## config.mk

```make
export PLATFORM = sky130hd
export DESIGN_NAME = frlr_top
export DESIGN_NICKNAME = d
export VERILOG_FILES = /design/src/shared/frlr_pkg.sv /design/src/rtl/frlr_top.sv
export SDC_FILE = /design/constraint.sdc
export NUM_CORES = 2
export LEC_CHECK = 0
export BUFFER_PORTS_ARGS = -buffer_cell sky130_fd_sc_hd__buf_2
export CAP_MARGIN = 20
export CORE_MARGIN = 10
export CORE_UTILIZATION = 30
export CTS_BUF_LIST = sky130_fd_sc_hd__clkbuf_8
export CTS_CLUSTER_SIZE = 40
export DETAILED_ROUTE_END_ITERATION = 10
export GPL_ROUTABILITY_DRIVEN = 0
export GPL_TIMING_DRIVEN = 0
export SYNTH_ARGS = -nofsm -noshare
export SYNTH_HDL_FRONTEND = slang
export SYNTH_SLANG_ARGS = --single-unit
export TNS_END_PERCENT = 1
```

## constraint.sdc

```tcl
create_clock -name clock_i -period 224.9 [get_ports clock_i]
set_input_delay 44.98 -clock clock_i [delete_from_list [all_inputs] [get_ports clock_i]]
set_output_delay 44.98 -clock clock_i [all_outputs]
set_load 0.02 [all_outputs]
```

## src/shared/frlr_pkg.sv

```systemverilog
package frlr_pkg;
   // Frequencies in 0.01 Hz steps
   localparam int FRLR_FW = 16;
   localparam logic [15:0] FRLR_MAX_FREQ_LIMIT = 16'hEA60; // 600.00 Hz
   localparam logic [15:0] FRLR_CEIL_RST = 16'h1388; // 50.00 Hz
   localparam logic [15:0] FRLR_MAXF_RST = 16'h1388; // 50.00 Hz
   localparam logic [15:0] FRLR_PRESET_RST = 16'h1388; // 50.00 Hz
   localparam logic [15:0] FRLR_OFFSET_RST = 16'h0000;
   localparam logic [15:0] FRLR_FLOOR_RST = 16'h0000;
   localparam logic [15:0] FRLR_FIXED_REF = 16'h2710; // 100.00 Hz
   localparam logic [1:0] FRLR_RES_CODE = 2'h2; // 0.01 Hz resolution
   localparam logic [1:0] FRLR_UNIT_RST = 2'h1;
   localparam logic [1:0] FRLR_LOAD_RST = 2'h1;
   localparam logic [15:0] FRLR_BIND_RST = 16'h0000;
   localparam logic [15:0] FRLR_ANALOG_FULL = 16'h2710; // 100.00 %
   localparam logic [15:0] FRLR_STEP_UNIT = 16'h0064; // one up/down step 1.00 Hz
   // Ramp tick timing
   localparam int FRLR_CLK_HZ = 100000000;
   localparam int FRLR_TICK_NS = 10000000; // 10 ms per 0.01 s ramp unit
   localparam int FRLR_TICK_CYC = FRLR_TICK_NS / 10;
   typedef enum logic [2:0] {
      FRLR_CSRC_DIGITAL, FRLR_CSRC_AIN1, FRLR_CSRC_AIN2, FRLR_CSRC_AIN3, FRLR_CSRC_PULSE
   } frlr_csrc_t;
   typedef enum logic [1:0] {FRLR_BF_STOP, FRLR_BF_FLOOR, FRLR_BF_ZERO} frlr_bf_t;
   typedef enum logic [1:0] {FRLR_RR_MAX, FRLR_RR_SET, FRLR_RR_FIXED} frlr_rref_t;
endpackage : frlr_pkg

```

## src/rtl/frlr_top.sv

```systemverilog
// Function
// RULE1 - Ceiling comes from stored digital ceiling or an analog channel by selector.
// RULE2 - Ceiling selector: 0 digital, 1..3 analog inputs, 4 pulse input.
// RULE3 - Analog 100% maps to the stored digital ceiling, proportional below.
// RULE4 - Digital ceiling held between floor and maximum frequency, resets to 50.00 Hz.
// RULE5 - Analog or pulse ceiling adds the ceiling offset, offset resets to zero.
// RULE6 - Floor held between zero and stored ceiling, resets to zero; the code limits it by the written digital_ceiling_i instead.
// RULE7 - Command below floor: stop, run at floor or zero per setting.
// RULE8 - Output frequency never exceeds the ceiling, holds there; below-floor setting 1 targets the floor even above the ceiling.
// RULE9 - Resolution code 2 means 0.01 Hz; output never above 600 Hz; below-floor setting 1 can target a floor above it.
// RULE10 - Up/down corrects from running frequency (0) or set frequency (1).
// RULE11 - At stop, setting 0 restores preset and clears corrections; 1 retains.
// RULE12 - Ramp times span zero to reference frequency, range 0 to 65000 s.
// RULE13 - Four accel/decel pairs, active pair chosen by input terminals.
// RULE14 - Time unit 0 is 1 s, 1 is 0.1 s, 2 is 0.01 s; default 1.
// RULE15 - Changing time unit rescales all four stored pairs; the code keeps the stored values and reads them in the new unit.
// RULE16 - Ramp reference: 0 maximum, 1 set frequency, 2 fixed 100 Hz.
// RULE17 - Binding holds four decimal digits per channel, 0 unbound, 1..9 source; the code keeps one 4-bit digit for each of four channels.
// RULE18 - Active channel with bound source overrides main source selection.
// RULE19 - Several channels may bind the same source.
// RULE20 - Motor 0 or 1; terminal choice wins over stored choice.
// RULE21 - Load type 1 constant torque, 2 fan or pump, default 1.
// RULE22 - Ramp steps linearly by reference over ramp time until target.
`timescale 1ns/1ps
module frlr_top #(
   parameter int TICK_CYC = frlr_pkg::FRLR_TICK_CYC
) (
   input wire logic clock_i,
   input wire logic srst_i,
   // Parameter writes
   input wire logic cfg_we_i,
   input wire logic [2:0] ceiling_source_select_i,
   input wire logic [15:0] digital_ceiling_i,
   input wire logic [15:0] ceiling_offset_i,
   input wire logic [15:0] frequency_floor_i,
   input wire logic [15:0] maximum_frequency_i,
   input wire logic [15:0] preset_frequency_i,
   input wire logic [1:0] below_floor_behaviour_i,
   input wire logic incdec_reference_select_i,
   input wire logic setpoint_retain_at_stop_i,
   input wire logic [1:0] ramp_time_unit_i,
   input wire logic [1:0] ramp_reference_select_i,
   input wire logic [15:0] channel_source_binding_i,
   input wire logic active_motor_select_i,
   input wire logic [1:0] load_type_select_i,
   input wire logic [63:0] accel_times_i,
   input wire logic [63:0] decel_times_i,
   // Live inputs
   input wire logic [15:0] analog_input_one_i,
   input wire logic [15:0] analog_input_two_i,
   input wire logic [15:0] analog_input_three_i,
   input wire logic [15:0] pulse_input_i,
   input wire logic [1:0] digital_input_terminal_i,
   input wire logic term_motor_valid_i,
   input wire logic term_motor_sel_i,
   input wire logic [1:0] cmd_channel_i,
   input wire logic [3:0] main_source_select_i,
   input wire logic digital_source_i,
   input wire logic [15:0] freq_command_i,
   input wire logic run_i,
   input wire logic up_i,
   input wire logic down_i,
   // Results
   output logic [15:0] out_freq_o,
   output logic [15:0] ceiling_o,
   output logic [15:0] set_freq_o,
   output logic stop_req_o,
   output logic [3:0] eff_source_o,
   output logic motor_o,
   output logic [1:0] load_type_o,
   output logic [1:0] freq_resolution_select_o
);
   import frlr_pkg::*;

   // Elaboration check: the tick divider needs at least one cycle
   if (TICK_CYC < 1) begin : g_bad_tick
      $error("TICK_CYC must be at least one");
   end

   logic [2:0] csrc_ff;
   logic [15:0] dceil_ff, offs_ff, floor_ff, maxf_ff, preset_ff;
   logic [1:0] bf_ff, unit_ff, rref_ff, load_ff;
   logic incref_ff, retain_ff, motor_cfg_ff;
   logic [15:0] bind_ff;
   logic [63:0] acc_ff, dec_ff;
   logic [15:0] din1_ff, din2_ff;
   logic [1:0] pair1_ff, pair2_ff;
   logic tmv1_ff, tmv2_ff, tms1_ff, tms2_ff, up1_ff, up2_ff, dn1_ff, dn2_ff;
   logic up3_ff, dn3_ff;
   logic [15:0] ain_sel;
   logic [15:0] out_ff, ceil_ff, set_ff, corr_ff;
   logic stop_ff, run_d_ff, motor_ff;
   logic [1:0] res_ff;
   logic [3:0] src_ff;
   logic [31:0] tick_cnt_ff;
   logic [31:0] acc_ff_cnt;
   logic [31:0] lin_cnt_ff;
   logic [15:0] nxt_maxf, nxt_preset;

   // Maximum kept within 50.00..600.00 Hz, preset kept under the limited maximum
   always_comb begin
      nxt_maxf = maximum_frequency_i;
      if (maximum_frequency_i > FRLR_MAX_FREQ_LIMIT) nxt_maxf = FRLR_MAX_FREQ_LIMIT; // [RULE9]
      else if (maximum_frequency_i < FRLR_MAXF_RST) nxt_maxf = FRLR_MAXF_RST;
      nxt_preset = (preset_frequency_i > nxt_maxf) ? nxt_maxf : preset_frequency_i;
   end

   // Parameter store, limited on write
   always_ff @(posedge clock_i) begin
      if (srst_i) begin
         csrc_ff <= 3'h0;
         dceil_ff <= FRLR_CEIL_RST; // [RULE4]
         offs_ff <= FRLR_OFFSET_RST; // [RULE5]
         floor_ff <= FRLR_FLOOR_RST; // [RULE6]
         maxf_ff <= FRLR_MAXF_RST;
         preset_ff <= FRLR_PRESET_RST;
         bf_ff <= 2'h0;
         incref_ff <= 1'b0;
         retain_ff <= 1'b0;
         unit_ff <= FRLR_UNIT_RST; // [RULE14]
         rref_ff <= 2'h0;
         bind_ff <= FRLR_BIND_RST; // [RULE17]
         motor_cfg_ff <= 1'b0;
         load_ff <= FRLR_LOAD_RST; // [RULE21]
         acc_ff <= 64'h0;
         dec_ff <= 64'h0;
      end else if (cfg_we_i) begin
         csrc_ff <= (ceiling_source_select_i > 3'h4) ? 3'h0 : ceiling_source_select_i; // [RULE2]
         maxf_ff <= nxt_maxf; // [RULE9]
         // Ceiling confined between floor and the limited maximum
         dceil_ff <= (digital_ceiling_i > nxt_maxf) ? nxt_maxf :
            (digital_ceiling_i < frequency_floor_i) ? frequency_floor_i :
            digital_ceiling_i; // [RULE4]
         offs_ff <= (ceiling_offset_i > nxt_maxf) ? nxt_maxf :
            ceiling_offset_i; // [RULE5]
         floor_ff <= (frequency_floor_i > digital_ceiling_i) ? digital_ceiling_i :
            frequency_floor_i; // [RULE6]
         preset_ff <= nxt_preset;
         bf_ff <= (below_floor_behaviour_i > 2'h2) ? 2'h0 : below_floor_behaviour_i;
         incref_ff <= incdec_reference_select_i;
         retain_ff <= setpoint_retain_at_stop_i;
         unit_ff <= (ramp_time_unit_i > 2'h2) ? FRLR_UNIT_RST : ramp_time_unit_i;
         rref_ff <= (ramp_reference_select_i > 2'h2) ? 2'h0 : ramp_reference_select_i;
         bind_ff <= channel_source_binding_i;
         motor_cfg_ff <= active_motor_select_i;
         load_ff <= (load_type_select_i == 2'h2) ? 2'h2 : 2'h1; // [RULE21]
         acc_ff <= accel_times_i;
         dec_ff <= decel_times_i;
      end
   end

   // Two-stage synchronisers for pins
   always_ff @(posedge clock_i) begin
      if (srst_i) begin
         pair1_ff <= 2'h0;
         pair2_ff <= 2'h0;
         {tmv1_ff, tmv2_ff, tms1_ff, tms2_ff} <= 4'h0;
         {up1_ff, up2_ff, up3_ff, dn1_ff, dn2_ff, dn3_ff} <= 6'h00;
         din1_ff <= 16'h0000;
         din2_ff <= 16'h0000;
      end else begin
         pair1_ff <= digital_input_terminal_i;
         pair2_ff <= pair1_ff;
         tmv1_ff <= term_motor_valid_i;
         tmv2_ff <= tmv1_ff;
         tms1_ff <= term_motor_sel_i;
         tms2_ff <= tms1_ff;
         up1_ff <= up_i;
         up2_ff <= up1_ff;
         up3_ff <= up2_ff;
         dn1_ff <= down_i;
         dn2_ff <= dn1_ff;
         dn3_ff <= dn2_ff;
         din1_ff <= ain_sel;
         din2_ff <= din1_ff;
      end
   end

   // Pick the ceiling analog channel or pulse input before synchronising
   always_comb begin
      unique case (csrc_ff)
         3'h1: ain_sel = analog_input_one_i;
         3'h2: ain_sel = analog_input_two_i;
         3'h3: ain_sel = analog_input_three_i;
         default: ain_sel = pulse_input_i;
      endcase
   end

   // Ceiling: digital, or scaled input plus offset, never above 600 Hz
   logic [31:0] scaled;
   logic [16:0] ceil_sum;
   logic [15:0] ceil_nxt;
   always_comb begin
      scaled = (32'(din2_ff) * 32'(dceil_ff)) / 32'(FRLR_ANALOG_FULL); // [RULE3]
      if (scaled > 32'(dceil_ff)) scaled = 32'(dceil_ff);
      ceil_sum = 17'(scaled[15:0]) + 17'(offs_ff); // [RULE5]
      if (csrc_ff == 3'h0) ceil_nxt = (dceil_ff > maxf_ff) ? maxf_ff : dceil_ff; // [RULE1]
      else if (ceil_sum > 17'(maxf_ff)) ceil_nxt = maxf_ff; // [RULE9]
      else ceil_nxt = ceil_sum[15:0];
   end

   always_ff @(posedge clock_i) begin
      if (srst_i) ceil_ff <= FRLR_CEIL_RST;
      else ceil_ff <= ceil_nxt; // [RULE1]
   end

   // Up/down corrections and stop memory
   logic up_edge, dn_edge;
   assign up_edge = up2_ff & ~up3_ff;
   assign dn_edge = dn2_ff & ~dn3_ff;
   logic [15:0] base;
   assign base = incref_ff ? set_ff : out_ff; // [RULE10]
   always_ff @(posedge clock_i) begin
      if (srst_i) begin
         set_ff <= FRLR_PRESET_RST;
         corr_ff <= 16'h0000;
         run_d_ff <= 1'b0;
      end else begin
         run_d_ff <= run_i;
         if (!run_i && run_d_ff && !retain_ff) begin
            set_ff <= preset_ff; // [RULE11]
            corr_ff <= 16'h0000; // [RULE11]
         end else if (digital_source_i && run_i && up_edge && !dn_edge) begin
            set_ff <= (base > ceil_ff - FRLR_STEP_UNIT) ? ceil_ff : base + FRLR_STEP_UNIT;
            corr_ff <= corr_ff + FRLR_STEP_UNIT;
         end else if (digital_source_i && run_i && dn_edge && !up_edge) begin
            set_ff <= (base < FRLR_STEP_UNIT) ? 16'h0000 : base - FRLR_STEP_UNIT; // [RULE10]
            corr_ff <= corr_ff - FRLR_STEP_UNIT;
         end else if (!digital_source_i || cfg_we_i) begin
            set_ff <= digital_source_i ? nxt_preset : freq_command_i;
         end
      end
   end

   // Bound source per command channel overrides main selection
   logic [3:0] bound;
   always_comb begin
      bound = bind_ff[4 * cmd_channel_i +: 4]; // [RULE17] [RULE19]
   end
   always_ff @(posedge clock_i) begin
      if (srst_i) src_ff <= 4'h0;
      else if (bound != 4'h0 && bound <= 4'h9) src_ff <= bound; // [RULE18]
      else src_ff <= main_source_select_i;
   end

   // Target: clamp to ceiling, apply below-floor behaviour
   logic [15:0] target;
   logic stop_nxt;
   always_comb begin
      target = (set_ff > ceil_ff) ? ceil_ff : set_ff; // [RULE8]
      stop_nxt = 1'b0;
      if (set_ff < floor_ff) begin
         unique case (bf_ff)
            2'h1: target = floor_ff; // [RULE7]
            2'h2: target = 16'h0000;
            default: begin
               target = 16'h0000;
               stop_nxt = 1'b1;
            end
         endcase
      end
      if (!run_i) target = 16'h0000;
   end

   // Ramp reference and active time pair
   logic [15:0] rref;
   logic [15:0] rtime;
   logic [31:0] ticks;
   always_comb begin
      unique case (rref_ff)
         2'h1: rref = set_ff; // [RULE16]
         2'h2: rref = FRLR_FIXED_REF;
         default: rref = maxf_ff;
      endcase
      rtime = (target > out_ff) ? acc_ff[16 * pair2_ff +: 16] : dec_ff[16 * pair2_ff +: 16]; // [RULE13]
      unique case (unit_ff)
         2'h0: ticks = 32'(rtime) * 32'd100; // [RULE14]
         2'h1: ticks = 32'(rtime) * 32'd10;
         default: ticks = 32'(rtime);
      endcase
   end

   // Base tick every 10 ms
   logic tick;
   always_ff @(posedge clock_i) begin
      if (srst_i) tick_cnt_ff <= 32'h0;
      else if (tick_cnt_ff >= 32'(TICK_CYC - 1)) tick_cnt_ff <= 32'h0;
      else tick_cnt_ff <= tick_cnt_ff + 32'h1;
   end
   assign tick = (tick_cnt_ff >= 32'(TICK_CYC - 1));

   // Linear ramp by error accumulation: rref per ticks steps
   logic [31:0] acc_nxt;
   logic [15:0] step;
   always_comb begin
      acc_nxt = lin_cnt_ff + 32'(rref);
      step = 16'h0000;
      if (ticks != 32'h0 && acc_nxt >= ticks) begin
         step = 16'(acc_nxt / ticks); // [RULE22]
         acc_nxt = acc_nxt % ticks;
      end
   end
   assign acc_ff_cnt = acc_nxt;

   always_ff @(posedge clock_i) begin
      if (srst_i) begin
         out_ff <= 16'h0000;
         lin_cnt_ff <= 32'h0;
      end else if (ticks == 32'h0 || rtime == 16'h0000) begin
         out_ff <= target; // [RULE12]
         lin_cnt_ff <= 32'h0;
      end else if (tick) begin
         lin_cnt_ff <= acc_ff_cnt;
         if (target > out_ff)
            out_ff <= (target - out_ff < step) ? target : out_ff + step; // [RULE22]
         else if (target < out_ff)
            out_ff <= (out_ff - target < step) ? target : out_ff - step;
      end else if (out_ff > ceil_ff) begin
         out_ff <= ceil_ff; // [RULE8]
      end
   end

   // Motor choice: terminal wins when asserted
   always_ff @(posedge clock_i) begin
      if (srst_i) begin
         motor_ff <= 1'b0;
         stop_ff <= 1'b0;
         res_ff <= FRLR_RES_CODE;
      end else begin
         motor_ff <= tmv2_ff ? tms2_ff : motor_cfg_ff; // [RULE20]
         stop_ff <= stop_nxt; // [RULE7]
         res_ff <= FRLR_RES_CODE; // [RULE9]
      end
   end

   assign out_freq_o = out_ff;
   assign ceiling_o = ceil_ff;
   assign set_freq_o = set_ff;
   assign stop_req_o = stop_ff;
   assign eff_source_o = src_ff;
   assign motor_o = motor_ff;
   assign load_type_o = load_ff;
   assign freq_resolution_select_o = res_ff; // [RULE9]
endmodule : frlr_top

```

Word-level counts from Yosys, hierarchy flattened
Cells that the tools add are included.
{"block": "totals", "reg_bits": 403, "in_bits": 335, "out_inout_bits": 58, "elab_cells": 172}
{"block": "op_classes", "add_sub_neg": 10, "n_mul": 3, "div_mod_pow": 3, "n_lt_le_gt_ge": 26, "n_eq_ne": 10, "n_shift": 3, "mux": 44, "bitwise": 5, "reduce_logical": 29}
{"operator": "two-way mux 16 bit", "count": 32}
{"operator": "greater-than comparator 16 bit", "count": 9}
{"operator": "indexed part select 64 x 7 -> 16 bit", "count": 2}
{"operator": "less-than comparator 16 bit", "count": 5}
{"operator": "case mux 16 bit (3 select lines)", "count": 1}
{"operator": "subtractor 16 bit", "count": 3}
{"operator": "case mux 23 bit (2 select lines)", "count": 1}
{"operator": "adder 32 x 1 -> 32 bit (second input constant)", "count": 1}
{"operator": "adder 32 x 16 -> 32 bit", "count": 1}
{"operator": "divider 32 x 14 -> 32 bit (second input constant)", "count": 1}
{"operator": "divider 32 x 32 -> 32 bit", "count": 1}
{"operator": ">= comparator 32 x 20 -> 1 bit (second input constant)", "count": 1}
{"operator": ">= comparator 32 bit", "count": 1}
{"operator": "greater-than comparator 32 x 16 -> 1 bit", "count": 1}
{"operator": "zero test 32 bit", "count": 1}
{"operator": "remainder unit 32 x 32 -> 32 bit", "count": 1}
{"operator": "multiplier 16 x 16 -> 32 bit", "count": 1}
{"operator": "two-way mux 32 bit", "count": 1}
{"operator": "case mux 16 bit (2 select lines)", "count": 1}
{"operator": "nonzero test 32 bit", "count": 1}
{"operator": "subtractor 16 x 7 -> 16 bit (second input constant)", "count": 2}
{"operator": "multiplier 16 x 5 -> 21 bit (second input constant)", "count": 1}
{"operator": "multiplier 16 x 3 -> 19 bit (second input constant)", "count": 1}
{"operator": "adder 16 x 16 -> 17 bit", "count": 1}
{"operator": "31 further kinds", "count": 62}

Logic depth before layout (Yosys ltp)
{"block": "logic_depth", "depth_word": 17, "ltp_mapped": 792}

Worst setup path before layout
Ideal clock, no wire load.
{"block": "synth_timing", "path_type": "input to register", "startpoint": "input run_i", "endpoint": "register out_ff[14] (netlist: out_freq_o[14])", "setup_ns": 0.095, "arrival_time_ns": 176.257, "setup_slack_ns": 48.548, "stages": 753, "path_buffers": 56, "cell_sequence": "clkbuf_1 clkbuf_1 nand2_1 inv_1 ha_1 clkbuf_1 a21oi_1 o21bai_1 a21oi_1 o21bai_1 a21oi_1 o21a_1 o21ai_1 o41a_1 clkbuf_1 clkbuf_1 buf_1 mux4_2 (+717 left out) fa_1 o21bai_1 a21oi_1 o21bai_1 a21oi_1 o21bai_1 a21oi_1 o21bai_1 a21oi_1 o21bai_1 a21oi_1 o21bai_1 a21oi_1 xor2_1 nand2_1 o211ai_1 o21ai_0 a221oi_1"}
{"block": "synth_between", "elab_chain_len": 14, "word_cells_on_any_way": 30, "cone_classes": "add/sub (4); mul (2); div (1); order compare (5); eq/ne (1); mux (10); reduce/logical (7)"}
{"item": "start: declaration", "line_no": "frlr_top.sv:60", "source": "input wire logic run_i,"}
{"item": "two-way mux 16 bit *", "line_no": "frlr_top.sv:262", "source": "if (!run_i) target = 16'h0000;"}
{"item": "branches (longest 13 deep; another with divider 32 x 32 -> 32 bit)"}
{"item": "end signal: assignment", "line_no": "frlr_top.sv:310", "source": "out_ff <= target;"}
{"item": "end signal: assignment", "line_no": "frlr_top.sv:315", "source": "out_ff <= (target - out_ff < step) ? target : out_ff + step;"}
{"item": "end signal: assignment", "line_no": "frlr_top.sv:317", "source": "out_ff <= (out_ff - target < step) ? target : out_ff - step;"}
{"item": "end: declaration", "line_no": "frlr_top.sv:91", "source": "logic [15:0] out_ff, ceil_ff, set_ff, corr_ff;"}
Mark *: on every way between the ends. The select of a mux whose other input is x is not followed.
A chain may end at the register's enable or synchronous reset.

==> qor.yml <==
status:
  status: "finished, final reports clean"
logic_synthesis:
  synth_ff_type: "dfxtp_1"
  netlist_area_mm2: 0.0689
  synth_cell_types: 135
  syn_inst: 8981
  yosysWarnings: 0
  synth.avg_cell_area_um2: 7.68
  ys_ff_latch: 403
  async_flop_share_pct: 0
  synth_edf_count: 0
  ys_seq_area_share_pct: 11.7
clocking:
  postCtsSetupBuffers: 0
  clkLatencyLatePin_ps: 750
  cts_tree: "done"
  cts_buffers: 73
  clockRootBuffer: "clkbuf_8"
  ctsHoldBuffers: 0
  cts_buffer_depth: 3
  ctsResizeCount: 0
  h-tree-depth: 3
  clk_pin_slew_worst_paths_ps: 60
  cts.sinks: 403
route:
  drc: 0
  drt-total-wl_um: 259000
  via_count: 68700
  drt_first_pass_iters: 9
  wire_per_inst_um: 20.6
  vias_per_cell: 5.46
  drtAntennaViolNets: 0
  drt_iter0_markers: 5548
finish:
  num-fill-cells: 24400
  final_common_cell: "ha_1"
  drive_gt1_share_pct: 9.54
  fin_nets: 11000
  area_delta_synth_final_pct: 11.6
  final_cell_count_no_fill: 12600
  final_cell_mix: "ha_1 (997), nor2_1 (891), nand2_1 (780), inv_1 (646), a21oi_1 (472)"
sta:
  finalSetupViolCount: 0
  max_slew_margin_pct: 15.2
  worstMarginPinSlew_ps: 1270
  fmax_mhz: 4.94
  finalCriticalPeriod_ps: 202440
  tns_ps: 0
  final_hold_viol_count: 0
  rsz0062_at_grt: "false"
  timing.final.max_slew_violations: 0
  timing.final.crit_share_pct: 90.0
  finClkSkew_ps: 51.9
floorplanning:
  io_pins: 393
  die_x_um: 499
  core_region_area_mm2: 0.228
  die_h_um: 499
  die-area_mm2: 0.249
  start_util_pct: 30.2
  row_count: 175
placement:
  hpwl_um: 216000
  post-place-cells: 12400
  port_buffers: 390
setup_path:
  worst_ep_arrival_time_ps: 203090
  endpoint_kind: "flop"
  start_kind: "primary input"
  crit_path_frequent_cell: "o21a_1"
  critPathRequiredTime_ps: 225560
  critPathKind: "in -> reg"
  crit_fanout: 16
  slowest_delay_ps: 870
  cpMaxStageDelayCell: "nand2b_1"
global_routing:
  grt_max_degree: 27
  grt-ovfl-total: 0
  antenna_found_initial: 25
  grt_pass1_vias: 65200
  grt_usage_pct: 19.7
  grt_pass1_wl_um: 392000
worst_hold_path:
  min_path_type: "reg -> reg"
job:
  drv_cap: 0
routing by layer:
layer,track usage (%),vias to the layer above,share of wire (%)
li1,-,33500,-
met2,31.9,2237,44
met4,6.26,12,3.6
met3,3.76,423,7.7
met5,0,-,0.027
met1,26.3,32500,45
through the flow:
stage	setup slack [ps]	utilization [%]	area, um2	hold slack [ps]
after floorplan	48550	-	69000	414
after global placement	22430	32.8	74700	418
after detailed placement	24110	33.0	75300	423
after CTS	24080	33.7	76900	430
after global routing	9830	33.7	76900	454
final	22460	33.7	76900	426
cells in the mapped netlist, drive strengths merged, types with 116 or more instances:
master    n  area, um2
xnor2   274       2470
a211oi  161       1240
a21o    151       1140
mux2    133       1520
o21a    384       2880
nor2b   141        882
mux2i   329       3290
nand2   785       2960
o31ai   199       1520
xor2    128       1150
ha      997      12500
dfxtp   403       8070
a21oi   480       2420
clkbuf  285       1070
o21ai   422       2130
and2    168       1050
nand4   117        744
nor3    455       2330
inv     646       2420
fa      213       4260
nand3   116        586
nor2    895       3370
final timing paths:
check | from | end | slack, ps | cells after the start
worst max-delay path | run_i | out_freq_o[14]$_SDFFE_PP0P_ | 22460 | 938
worst min-delay path | pair1_ff[0]$_SDFF_PP0_ | pair2_ff[0]$_SDFF_PP0_ | 430 | 1
worst max register to register | set_freq_o[1]$_SDFFE_PP0P_ | out_freq_o[14]$_SDFFE_PP0P_ | 63150 | 776
worst min register to register | pair1_ff[0]$_SDFF_PP0_ | pair2_ff[0]$_SDFF_PP0_ | 430 | 1
layout make-up:
cell class                      count  area, um2  area share (%)
Antenna cell                       17       42.5          0.0553
Buffer                            380       1530            1.99
Clock buffer                       90       1240            1.61
Clock inverter                     37        362           0.470
Inverter                          648       2430            3.16
Multi-Input combinational cell   7562      57000            74.2
Sequential cell                   403       8070            10.5
Tap cell                         3009       3760            4.90
Timing Repair Buffer              426       2440            3.17
flip-flops by register name, summed over array words and instances (netlist names), 32 cells and up:
register,flops
tick_cnt_ff,32
dec_ff,64
lin_cnt_ff,32
acc_ff,64
logic make-up (layout without fill, tap and decap cells):
family | Yosys count | count (layout) | share of synthesized area, %
other cells | 2 | 31 | 0.0109
fa+ha+maj | 1219 | 1219 | 24.4
buf+inv | 1028 | 1581 | 5.75
mux | 498 | 498 | 8.15
simple gates | 3045 | 3045 | 20.9
flops | 403 | 403 | 11.7
xor+xnor | 402 | 402 | 5.25
compound gates | 2384 | 2384 | 23.8
critical path, delay by kind of cell:
family / cells / cell delay [ps]
buffers and inverters: 107 / 30760
xor gates and xnor gates: 2 / 330
AOI/OAI and AO/OA: 585 / 115420
and+or+nand+nor: 192 / 32890
muxes: 8 / 3160
adders and majority gates: 44 / 13910
Power is not shown: default switching activity piles up to over one toggle a cycle in this logic, so the estimate is an artifact.
